[src/hw/rcia_pkg.sv]
// Purpose: shared constants and types for the recovery counter and irq arbiter
// Assumes: 16-bit AXI4-Lite byte addresses, 32-bit data
// Notes:   vector codes count down from the top vector, two bytes per code
package rcia_pkg;
  // ************************************************************
  // counter and recovery
  // ************************************************************
  localparam int          CNT_W      = 12;
  localparam int          LIM_W      = 13;
  localparam logic [12:0] LONG_REC   = 13'h1000;
  localparam logic [12:0] SHORT_REC  = 13'h0020;
  // ************************************************************
  // register map
  // ************************************************************
  localparam int          ADDR_W     = 16;
  localparam logic [15:0] OFF_FLAGS_LOW  = 16'hFE04;
  localparam logic [15:0] OFF_FLAGS_MID  = 16'hFE08;
  localparam logic [15:0] OFF_FLAGS_HIGH = 16'hFE0C;
  localparam logic [15:0] OFF_OPTION     = 16'hFE10;
  localparam logic [15:0] OFF_STATUS     = 16'hFE14;
  localparam int          LOW_LSB    = 2;
  localparam int          OPT_SHORT_RECOVERY_OPTION  = 0;
  localparam int          OPT_MON    = 1;
  localparam int          STAT_BUS   = 12;
  localparam int          STAT_LAT   = 13;
  localparam logic [1:0]  OPT_RST    = 2'h0;
  localparam logic [1:0]  RESP_OKAY  = 2'h0;
  localparam logic [1:0]  RESP_SLVERR = 2'h2;
  // ************************************************************
  // vectors
  // ************************************************************
  localparam int          SRC_N      = 21;
  localparam int          CODE_W     = 5;
  localparam logic [15:0] VEC_TOP    = 16'hFFFE;
  localparam logic [15:0] VEC_MON    = 16'hFEFE;
  localparam logic [4:0]  CODE_RESET = 5'h00;
  localparam logic [4:0]  CODE_SWI   = 5'h01;
  localparam logic [4:0]  CODE_SRC0  = 5'h01;

  typedef enum logic [1:0] {
    RC_RUN  = 2'b00,
    RC_STOP = 2'b01,
    RC_WAKE = 2'b10
  } rcia_rec_e;

  typedef struct packed {
    logic        valid;
    logic [4:0]  code;
    logic [15:0] addr;
    logic        pc_minus1;
  } rcia_entry_s;
endpackage

[src/hw/rcia_top.sv]
// Purpose: recovery counter, watchdog prescale and interrupt arbitration
// Assumes: osc_tick marks one oscillator clock cycle in the aclk domain
// Notes:   the cpu does the actual stacking; this block steers it
//
// Decided for this implementation: the AXI4-Lite interface to the registers.
`timescale 1ns/1ps
module rcia_top #(
  parameter logic [12:0] LONG_LIM  = rcia_pkg::LONG_REC,
  parameter logic [12:0] SHORT_LIM = rcia_pkg::SHORT_REC
) (
  input  wire logic        aclk,
  input  wire logic        aresetn,
  input  wire logic        clk_en,
  input  wire logic [15:0] s_axi_awaddr,
  input  wire logic        s_axi_awvalid,
  output logic             s_axi_awready,
  input  wire logic [31:0] s_axi_wdata,
  input  wire logic [3:0]  s_axi_wstrb,
  input  wire logic        s_axi_wvalid,
  output logic             s_axi_wready,
  output logic [1:0]       s_axi_bresp,
  output logic             s_axi_bvalid,
  input  wire logic        s_axi_bready,
  input  wire logic [15:0] s_axi_araddr,
  input  wire logic        s_axi_arvalid,
  output logic             s_axi_arready,
  output logic [31:0]      s_axi_rdata,
  output logic [1:0]       s_axi_rresp,
  output logic             s_axi_rvalid,
  input  wire logic        s_axi_rready,
  input  wire logic        osc_tick,
  input  wire logic        power_on_reset_pulse,
  input  wire logic        internal_reset,
  input  wire logic        ext_reset_pin_n,
  input  wire logic        stop_exec,
  input  wire logic        wake_irq,
  input  wire logic        wake_break,
  output logic             internal_bus_clocks_en,
  output logic             watchdog_clk_pulse,
  input  wire logic [21:1] irq_req,
  input  wire logic [21:1] irq_enable,
  input  wire logic        instr_done,
  input  wire logic        i_mask,
  input  wire logic        swi_exec,
  input  wire logic        rti_exec,
  input  wire logic        reset_vec_req,
  input  wire logic        service_done,
  output logic             entry_valid,
  output logic [4:0]       entry_code,
  output logic [15:0]      vector_hi_addr,
  output logic [15:0]      vector_lo_addr,
  output logic             push_pc_minus1,
  output logic             push_index_high,
  output logic             set_i_mask,
  output logic             restore_regs
);
  // ************************************************************
  // pin synchroniser
  // ************************************************************
  logic pin_meta_reg;
  logic pin_sync_reg;
  wire  ext_rst_act = ~pin_sync_reg;

  always_ff @(posedge aclk) begin
    if (!aresetn) begin
      pin_meta_reg <= 1'b1;
      pin_sync_reg <= 1'b1;
    end else if (clk_en) begin
      pin_meta_reg <= ext_reset_pin_n;
      pin_sync_reg <= pin_meta_reg;
    end
  end

  // ************************************************************
  // recovery counter
  // ************************************************************
  logic [rcia_pkg::CNT_W-1:0] cnt_reg;
  logic [rcia_pkg::CNT_W-1:0] cnt_next;
  logic [rcia_pkg::LIM_W-1:0] lim_reg;
  logic [rcia_pkg::LIM_W-1:0] lim_next;
  rcia_pkg::rcia_rec_e        st_reg;
  rcia_pkg::rcia_rec_e        st_next;
  logic                       wdog_reg;
  logic                       bus_en_reg;
  logic [1:0]                 opt_reg;

  wire tick      = clk_en & osc_tick;
  // the pin reset is absent here on purpose: the count survives it
  wire cnt_clear = internal_reset | power_on_reset_pulse | stop_exec;
  wire cnt_run   = tick & (st_reg != rcia_pkg::RC_STOP);
  wire cnt_full  = &cnt_reg;
  wire ovf       = cnt_run & cnt_full & ~cnt_clear;
  wire short_recovery_option     = opt_reg[rcia_pkg::OPT_SHORT_RECOVERY_OPTION];
  wire wake_ev   = wake_irq | wake_break | ext_rst_act | internal_reset;
  wire lim_hit   = cnt_run & ({1'b0, cnt_reg} == lim_reg - 13'h0001);

  always_comb begin
    cnt_next = cnt_reg;
    if (cnt_clear) begin
      cnt_next = '0;
    end else if (cnt_run) begin
      cnt_next = cnt_reg + 12'h001;
    end
  end

  always_comb begin
    st_next  = st_reg;
    lim_next = lim_reg;
    case (st_reg)
      rcia_pkg::RC_RUN: begin
        if (stop_exec) begin
          st_next = rcia_pkg::RC_STOP;
        end
      end
      rcia_pkg::RC_STOP: begin
        if (wake_ev) begin
          st_next  = rcia_pkg::RC_WAKE;
          lim_next = short_recovery_option ? SHORT_LIM : LONG_LIM;
        end
      end
      rcia_pkg::RC_WAKE: begin
        if (lim_hit && !cnt_clear) begin
          st_next = rcia_pkg::RC_RUN;
        end
      end
      default: st_next = rcia_pkg::RC_RUN;
    endcase
    if (power_on_reset_pulse) begin
      st_next  = rcia_pkg::RC_WAKE;
      lim_next = LONG_LIM;
    end
  end

  always_ff @(posedge aclk) begin
    if (!aresetn) begin
      cnt_reg    <= '0;
      st_reg     <= rcia_pkg::RC_RUN;
      lim_reg    <= LONG_LIM;
      wdog_reg   <= 1'b0;
      bus_en_reg <= 1'b1;
    end else if (clk_en) begin
      cnt_reg    <= cnt_next;
      st_reg     <= st_next;
      lim_reg    <= lim_next;
      wdog_reg   <= ovf;
      bus_en_reg <= (st_next == rcia_pkg::RC_RUN);
    end
  end

  assign internal_bus_clocks_en = bus_en_reg;
  assign watchdog_clk_pulse     = wdog_reg;

  // ************************************************************
  // interrupt arbitration
  // ************************************************************
  rcia_pkg::rcia_entry_s ent_reg;
  rcia_pkg::rcia_entry_s ent_next;
  logic                  mask_q_reg;
  logic                  rti_reg;
  logic [21:1]           flag_reg;

  wire [21:1] pend     = irq_req & irq_enable;
  wire        any_pend = |pend;
  wire        boundary = clk_en & (instr_done | rti_exec);
  wire        mon      = opt_reg[rcia_pkg::OPT_MON];
  wire        unmasked = mask_q_reg & ~i_mask;
  wire        release_ev = service_done | unmasked;

  // lowest source number wins, since its vector sits highest
  function automatic logic [4:0] best_code(input logic [21:1] p);
    logic [4:0] c;
    c = '0;
    for (int i = rcia_pkg::SRC_N; i >= 1; i--) begin
      if (p[i]) begin
        c = rcia_pkg::CODE_SRC0 + 5'(i);
      end
    end
    return c;
  endfunction

  wire [4:0]  win_code = best_code(pend);
  wire [15:0] win_addr = rcia_pkg::VEC_TOP - {10'h000, win_code, 1'b0};
  wire [15:0] swi_addr = rcia_pkg::VEC_TOP - {10'h000, rcia_pkg::CODE_SWI, 1'b0};
  wire [15:0] rst_addr = mon ? rcia_pkg::VEC_MON : rcia_pkg::VEC_TOP;

  always_comb begin
    ent_next = ent_reg;
    if (ent_reg.valid && release_ev) begin
      ent_next.valid = 1'b0;
    end
    if (reset_vec_req) begin
      ent_next = '{1'b1, rcia_pkg::CODE_RESET, rst_addr, 1'b0};
    end else if (boundary && !ent_reg.valid) begin
      if (swi_exec) begin
        ent_next = '{1'b1, rcia_pkg::CODE_SWI, swi_addr, 1'b0};
      end else if (!i_mask && any_pend) begin
        ent_next = '{1'b1, win_code, win_addr, 1'b1};
      end
    end
  end

  always_ff @(posedge aclk) begin
    if (!aresetn) begin
      ent_reg    <= '0;
      mask_q_reg <= 1'b1;
      rti_reg    <= 1'b0;
      flag_reg   <= '0;
    end else if (clk_en) begin
      ent_reg    <= ent_next;
      mask_q_reg <= i_mask;
      rti_reg    <= rti_exec;
      flag_reg   <= irq_req;
    end
  end

  assign entry_valid     = ent_reg.valid;
  assign entry_code      = ent_reg.code;
  assign vector_hi_addr  = ent_reg.addr;
  assign vector_lo_addr  = ent_reg.addr | 16'h0001;
  assign push_pc_minus1  = ent_reg.pc_minus1;
  assign push_index_high = 1'b0;
  assign set_i_mask      = ent_reg.valid;
  assign restore_regs    = rti_reg;

  // ************************************************************
  // axi4-lite slave
  // ************************************************************
  logic        aw_have_reg;
  logic [15:0] aw_addr_reg;
  logic        w_have_reg;
  logic [31:0] w_data_reg;
  logic        w_strb0_reg;
  logic        bvalid_reg;
  logic [1:0]  bresp_reg;
  logic        rvalid_reg;
  logic [31:0] rdata_reg;
  logic [1:0]  rresp_reg;

  wire aw_take = s_axi_awvalid & s_axi_awready;
  wire w_take  = s_axi_wvalid & s_axi_wready;
  wire ar_take = s_axi_arvalid & s_axi_arready;
  wire wr_go   = clk_en & aw_have_reg & w_have_reg & ~bvalid_reg;

  wire [13:0] wa = aw_addr_reg[15:2];
  wire [13:0] ra = s_axi_araddr[15:2];
  wire w_opt  = (wa == rcia_pkg::OFF_OPTION[15:2]);
  wire w_ro   = (wa == rcia_pkg::OFF_FLAGS_LOW[15:2])
              | (wa == rcia_pkg::OFF_FLAGS_MID[15:2])
              | (wa == rcia_pkg::OFF_FLAGS_HIGH[15:2])
              | (wa == rcia_pkg::OFF_STATUS[15:2]);
  wire r_low  = (ra == rcia_pkg::OFF_FLAGS_LOW[15:2]);
  wire r_mid  = (ra == rcia_pkg::OFF_FLAGS_MID[15:2]);
  wire r_high = (ra == rcia_pkg::OFF_FLAGS_HIGH[15:2]);
  wire r_opt  = (ra == rcia_pkg::OFF_OPTION[15:2]);
  wire r_stat = (ra == rcia_pkg::OFF_STATUS[15:2]);
  wire r_hit  = r_low | r_mid | r_high | r_opt | r_stat;

  wire [31:0] low_val  = {24'h000000, flag_reg[6:1], 2'b00};
  wire [31:0] mid_val  = {24'h000000, flag_reg[14:7]};
  wire [31:0] high_val = {25'h0000000, flag_reg[21:15]};
  wire [31:0] opt_val  = {30'h00000000, opt_reg};
  wire [31:0] stat_val = {18'h00000, ent_reg.valid, bus_en_reg, cnt_reg};
  wire [31:0] rd_mux   = r_low  ? low_val  :
                         r_mid  ? mid_val  :
                         r_high ? high_val :
                         r_opt  ? opt_val  :
                         r_stat ? stat_val : 32'h00000000;

  assign s_axi_awready = clk_en & ~aw_have_reg & ~bvalid_reg;
  assign s_axi_wready  = clk_en & ~w_have_reg & ~bvalid_reg;
  assign s_axi_arready = clk_en & ~rvalid_reg;
  assign s_axi_bvalid  = bvalid_reg;
  assign s_axi_bresp   = bresp_reg;
  assign s_axi_rvalid  = rvalid_reg;
  assign s_axi_rdata   = rdata_reg;
  assign s_axi_rresp   = rresp_reg;

  always_ff @(posedge aclk) begin
    if (!aresetn) begin
      aw_have_reg <= 1'b0;
      aw_addr_reg <= '0;
      w_have_reg  <= 1'b0;
      w_data_reg  <= '0;
      w_strb0_reg <= 1'b0;
      bvalid_reg  <= 1'b0;
      bresp_reg   <= rcia_pkg::RESP_OKAY;
      opt_reg     <= rcia_pkg::OPT_RST;
    end else if (clk_en) begin
      if (aw_take) begin
        aw_have_reg <= 1'b1;
        aw_addr_reg <= s_axi_awaddr;
      end
      if (w_take) begin
        w_have_reg  <= 1'b1;
        w_data_reg  <= s_axi_wdata;
        w_strb0_reg <= s_axi_wstrb[0];
      end
      if (wr_go) begin
        aw_have_reg <= 1'b0;
        w_have_reg  <= 1'b0;
        bvalid_reg  <= 1'b1;
        // flag registers ignore writes but still answer okay
        bresp_reg   <= (w_opt | w_ro) ? rcia_pkg::RESP_OKAY : rcia_pkg::RESP_SLVERR;
        if (w_opt && w_strb0_reg) begin
          opt_reg <= w_data_reg[1:0];
        end
      end else if (bvalid_reg && s_axi_bready) begin
        bvalid_reg <= 1'b0;
      end
    end
  end

  always_ff @(posedge aclk) begin
    if (!aresetn) begin
      rvalid_reg <= 1'b0;
      rdata_reg  <= '0;
      rresp_reg  <= rcia_pkg::RESP_OKAY;
    end else if (clk_en) begin
      if (ar_take) begin
        rvalid_reg <= 1'b1;
        rdata_reg  <= rd_mux;
        rresp_reg  <= r_hit ? rcia_pkg::RESP_OKAY : rcia_pkg::RESP_SLVERR;
      end else if (rvalid_reg && s_axi_rready) begin
        rvalid_reg <= 1'b0;
      end
    end
  end
endmodule

[config.mk]
export PLATFORM = sky130hd
export DESIGN_NAME = rcia_top
export DESIGN_NICKNAME = d
export VERILOG_FILES = /design/src/hw/rcia_pkg.sv /design/src/hw/rcia_top.sv
export SDC_FILE = /design/constraint.sdc
export NUM_CORES = 1
export LEC_CHECK = 0
export ABC_CLOCK_PERIOD_IN_PS = 2160
export BUFFER_PORTS_ARGS = -buffer_cell sky130_fd_sc_hd__buf_2
export CAP_MARGIN = 25
export CELL_PAD_IN_SITES_DETAIL_PLACEMENT = 1
export CELL_PAD_IN_SITES_GLOBAL_PLACEMENT = 2
export CORE_MARGIN = 2
export CORE_UTILIZATION = 26
export DETAILED_ROUTE_END_ITERATION = 10
export PLACE_DENSITY_LB_ADDON = 0.1
export SKIP_LAST_GASP = 1
export SLEW_MARGIN = 0
export SYNTH_ARGS = -nofsm -noshare
export SYNTH_HDL_FRONTEND = slang
export SYNTH_SLANG_ARGS = --single-unit
[constraint.sdc]
create_clock -name aclk -period 2.16 [get_ports aclk]
set_clock_uncertainty 0.15 [all_clocks]
set_input_delay 0.216 -clock aclk [delete_from_list [all_inputs] [get_ports aclk]]
set_output_delay 0.216 -clock aclk [all_outputs]
set_load 0.05 [all_outputs]
==> Word-level counts from Yosys, hierarchy flattened <==
Cells that the tools add are included.
{ "totals": {"rom_bits": 0, "reg_bits": 138, "inputBits": 131, "mem_count": 0, "latchBits": 0, "output_inout_bits": 85, "ram_bits": 0, "wordCells": 171} }
{ "op_classes": {"n_reduce_logical": 35, "n_bitwise": 41, "n_mul": 0, "n_mux": 53, "magnitude_cmp": 0, "n_eq_ne": 14, "shifts": 0, "add_sub_neg": 3, "div": 0} }
{ "ops": {"columns": ["operator", "count"], "rows": [
  ["equality test 14 bit (second input constant)", 10],
  ["two-way mux 5 bit", 21],
  ["two-way mux 23 bit", 4],
  ["two-way mux 14 bit", 5],
  ["two-way mux 13 bit", 4],
  ["two-way mux 12 bit", 2],
  ["bitwise AND 21 bit", 1],
  ["OR reduction 21 bit", 1],
  ["bitwise AND 1 bit", 18],
  ["AND reduction 2 bit", 9],
  ["nonzero test 2 bit", 8],
  ["OR 1 bit", 15],
  ["equality test 12 x 13 -> 1 bit", 1],
  ["subtractor 13 x 1 -> 13 bit (second input constant)", 1],
  ["adder 12 x 1 -> 12 bit (second input constant)", 1],
  ["two-way mux 2 bit", 6],
  ["AND reduction 12 bit", 1],
  ["two-way mux 1 bit", 9],
  ["two-way mux 9 bit", 1],
  ["AND reduction 3 bit", 3],
  ["subtractor 2 x 7 -> 8 bit (first input constant)", 1],
  ["logical AND 1 bit", 7],
  ["inverter 1 bit", 7],
  ["case mux 2 bit (3 select lines)", 1],
  ["6 further kinds", 9]
]} }

==> Logic depth before layout (Yosys ltp) <==
{ "depth": {"ltp_word": 27, "depth_mapped": 8, "mapped_depth_nobuf": 6} }

==> Worst setup path after synthesis <==
Ideal clock, no wire load.
{ "synth_path": {"kind": "reg-to-reg", "from": "register bvalid_reg, in the netlist s_axi_bvalid", "to": "register aw_addr_reg[10]", "path_stages_with_launch": 8, "setup_slack_ps": -249, "required_ps": 1934, "period_less_slack_ps": 2409, "setup_time_ps": 76, "n_path_buf": 2, "arrival_ps": 2183, "cell_sequence": "dfxtp_1 -> nand2b_1 -> nor2_1 -> and2_1 -> clkbuf_1 -> buf_2 -> nand2_1 -> a21boi_0"} }
{ "synth_via": {"elab_chain_cells": 4} }
{ "synth_rtl": {"columns": ["element", "line", "rtl"], "rows": [
  ["start: declaration", "rcia_top.sv:233", "logic bvalid_reg;"],
  ["start signal: assignment", "rcia_top.sv:285", "bvalid_reg <= 1'b0;"],
  ["start signal: assignment", "rcia_top.sv:301", "bvalid_reg <= 1'b1;"],
  ["start signal: assignment", "rcia_top.sv:308", "bvalid_reg <= 1'b0;"],
  ["inverter 1 bit", "rcia_top.sv:269", "assign s_axi_awready = clk_en & ~aw_have_reg & ~bvalid_reg;"],
  ["bitwise AND 1 bit", "rcia_top.sv:269", null],
  ["named net s_axi_awready", "rcia_top.sv:16", "output logic s_axi_awready,"],
  ["bitwise AND 1 bit", "rcia_top.sv:239", "wire aw_take = s_axi_awvalid & s_axi_awready;"],
  ["AND reduction 2 bit (no line)", null, null],
  ["end signal: assignment", "rcia_top.sv:291", "aw_addr_reg <= s_axi_awaddr;"],
  ["end: declaration", "rcia_top.sv:229", "logic [15:0] aw_addr_reg;"]
]} }
The timed path passes the listed nets, and every way through them passes these cells.
A chain may end at the register's enable or synchronous reset.

==> Worst setup path after layout <==
{ "layout_path": {"from": "register aw_addr_reg[6]", "to": "register opt_reg[0]"} }
{ "layout_via": {"elab_chain_cells": 3} }
{ "layout_rtl": {"columns": ["element", "line", "rtl"], "rows": [
  ["equality test 14 bit", "rcia_top.sv:246", "wire w_opt = (wa == rcia_pkg::OFF_OPTION[15:2]);"],
  ["logical AND 1 bit", "rcia_top.sv:304", "if (w_opt && w_strb0_reg) begin"],
  ["AND reduction 3 bit (no line)", null, null],
  ["end signal: assignment", "rcia_top.sv:287", "opt_reg <= rcia_pkg::OPT_RST;"],
  ["end signal: assignment", "rcia_top.sv:305", "opt_reg <= w_data_reg[1:0];"],
  ["end: declaration", "rcia_top.sv:85", "logic [1:0] opt_reg;"]
]} }
No other way between the ends.

==> flow_summary.toml <==
[routing]
detail_route.vias_per_cell = 4.68
post_drt_wl_per_cell_um = 16.2
drt_drc_violations_left = 13
vias = 4450
firstDrtPassIters = 10
first_iter_violations = 179
postRouteAntennaNets = 0
drt-total-wl_um = 15400

[timing]
tns_ps = 0
timing.final.crit_share_pct = 92.2
unrepaired_setup_endpoints_after_global_routing = "no"
timing.final.setup_violations = 0
max_freq_ghz = 0.502
hold_slack_ps = 19.4
slew_headroom_pct = 46.2
tightestPinTransition_ps = 800
hold_violations = 0
timing.final.crit_period_ps = 1990
max_slew_vio_count = 0

[synth]
netlist-cell-type-count = 57
syn-cell-area_mm2 = 0.00481
synthXorXnorAreaFrac_pct = 1.46
netlist_instances = 561
synth.top_cells.by_count = "dfxtp_1, nand2_1, buf_4"
yosysSeqAreaShare_pct = 39.9
yosys_warnings = 0
synth.top_cells.by_area = "dfxtp_1, buf_4, mux2i_1"
synth_simple_gate_area_share_pct = 23.9
dominantRegCellSynth = "dfxtp_1"
yosys_register_bits = 96
post_synth_mux_area_share_pct = 6.65
fraction_of_the_mapped_netlist_area_in_compound_gates_pct = 17.9
yosysTopAreaCellShare_pct = 39.9
syn_area_per_cell_um2 = 8.58
yosys.area_share.adder_pct = 0.260
synth-edff-count = 0
synth_top_family_by_area = "simple AND/OR/NAND/NOR gates"
top_count_cell_post_synth = "dfxtp_1"
post-synth-top-area-cell = "dfxtp_1"
postSynth.asyncResetShare_pct = 0

[status]
failing_checks = "design-rule violations"
status = "complete, but fails checks"

[setup_path]
crit_fanout = 2
timing.critical_path.from_type = "flip-flop"
timing_worst_setup_path_type = "flip-flop to flip-flop"
worstPathRequired_ps = 2250
arrival_ps = 2080
critical_path.endpoint_type = "flip-flop"

[layout]
layoutNonFillerInstCount = 951
drive_above_1_share_pct = 28.0
nets = 849
largest_register_ffs = 21
area.growth.synth_to_final_pct = 27.7
summed_area_of_non_filler_cells_in_the_final_layout_mm2 = 0.00615
num_antenna_cells = 0

[global_route]
first_global_vias = 4571
grt_start_max_net_pins = 30
grt_remaining_overflow = 0
grt_antenna_before_repair = 0
grtUsageMet2_pct = 25.5
most_used_layer_global_route = "met2"
gr-usage-met3_pct = 3.76
grt_pass1_wl_um = 24000
gr-usage-met1_pct = 20.0
grtUsageTotal_pct = 15.4

[clocking]
ctsHtreeMaxLevel = 3
tritoncts_clock_tree = "yes"
clock_insertion_delay_worst_skew_ps = 350
post-cts-setup-buffers = 0
cts-buffers-inserted = 9
cts.reportedPaths.clkPinSlew_ps = 70
cts_sinks = 96
clockBufferDepth = 2
clock_tree_root = "clkbuf_16"

[die]
io-pin-count = 216
design.die.area_mm2 = 0.0196
num_rows = 49
die_x_um = 140
initial_utilization_pct = 26.6
coreArea_mm2 = 0.0181
die_h_um = 140

[power_and_ir_drop]
power.ir.vdd_worst_uv = 351
static-leakage-power_nw = 2.70
switching_share_pct = 33.1
power_frac_clock_pct = 35.5
report.power.total_mw = 4.36
cellInternalPower_mw = 2.91
p_switching_mw = 1.44
pwr-share-comb_pct = 20.8
cellPowerDensity_mw_per_mm2 = 709
power_frac_seq_pct = 43.7

[job]
count_of_maximum_capacitance_violations = 0

[placed_design]
post-place-cells = 915
place_hpwl_um = 12100
numPortBuffers = 155
place_congestion = 0.762
detailed_place.area_mm2 = 0.00566

[hold_path]
worstHoldPathType = "primary input to flip-flop"
-- through the flow --
step           util, %  setup slack, ps
4_1_cts           34.0             6.84
5_1_grt           34.0             9.80
2_1_floorplan        -            -7.10
6_report          34.0              169
3_3_place_gp      31.3             77.5
3_5_place_dp      31.3             22.7
-- cells in the final DEF (no fill, tap or decap), types with 3 or more instances in the layout --
cell type,n
clkbuf_16,9
xor2_1,5
and2_1,8
nor3_1,7
or3_1,3
conb_1,23
nor4_1,3
nor2_1,25
buf_4,20
xnor2_1,3
nor2_2,3
a31oi_1,4
nand4b_1,5
dfxtp_1,96
a22oi_1,5
inv_1,5
a222oi_1,7
nand4_1,5
a22o_1,6
dlygate4sd3_1,20
nor2b_1,32
nand2_1,85
a32oi_1,3
and3_1,4
mux2i_1,32
nand2b_1,7
a21boi_0,31
o21ai_0,22
o211a_1,6
buf_2,155
a21oi_1,20
nand3_1,22
-- metal layers --
| layer | vias to the layer above | share of wire, % |
|---|---|---|
| met5 | - | 0 |
| met4 | 0 | 1.2 |
| met3 | 10 | 5.5 |
| met2 | 127 | 47 |
| met1 | 2098 | 46 |
| li1 | 2215 | - |
-- area by class of cell --
cell class / instances / area [µm²]
clock inverters: 7 / 53.8
flip-flops and latches: 96 / 1920
fillers: 2170 / 11900
repair buffers: 195 / 1130
clock buffers: 9 / 225
well taps: 229 / 287
inverters: 5 / 18.8
multi-input cells: 410 / 2520
-- logic make-up (layout without fill, tap and decap cells) --
group,count (synthesis),after routing
buf+inv,76,216
xor+xnor,8,8
fa+ha+maj,1,1
flops,96,96
other cells,2,23
compound gates,121,121
mux,32,32
simple gates,225,225
-- worst paths after layout --
kind	start	end	slack, ps	cells past startpoint
worst max-delay path	aw_addr_reg[6]	opt_reg[0]	170	5
worst min-delay path	s_axi_bready	s_axi_bvalid	20	4
worst max register to register	aw_addr_reg[6]	opt_reg[0]	170	5
worst min register to register	s_axi_rdata[9]	s_axi_rdata[9]	300	2
-- critical path: stages, from the launching register on --
cell and delay, ps:
dfxtp_1 320, or4b_1 530, nor4_2 360, nand4_1 250
mux2i_1 220, nor2b_1 60
-- what timing repair did --
item / 4_1_cts / 5_1_grt
hold buffers: 20 / 0
endpoints found under the setup margin: 0 / 4
hold endpoints to repair: 20 / 0
resized for setup: 0 / 2
-- power groups by stage --
stage | sequential (mW) | clock (mW) | combinational, mW
after floorplan | 2.02 | 0 | 0.606
after global placement | 1.94 | 0 | 0.876
after detailed placement | 1.95 | 0 | 0.886
after CTS | 1.90 | 1.60 | 0.917
after global routing | 1.91 | 1.67 | 0.974
final | 1.90 | 1.55 | 0.907
Power figures use the tool's default switching activity.
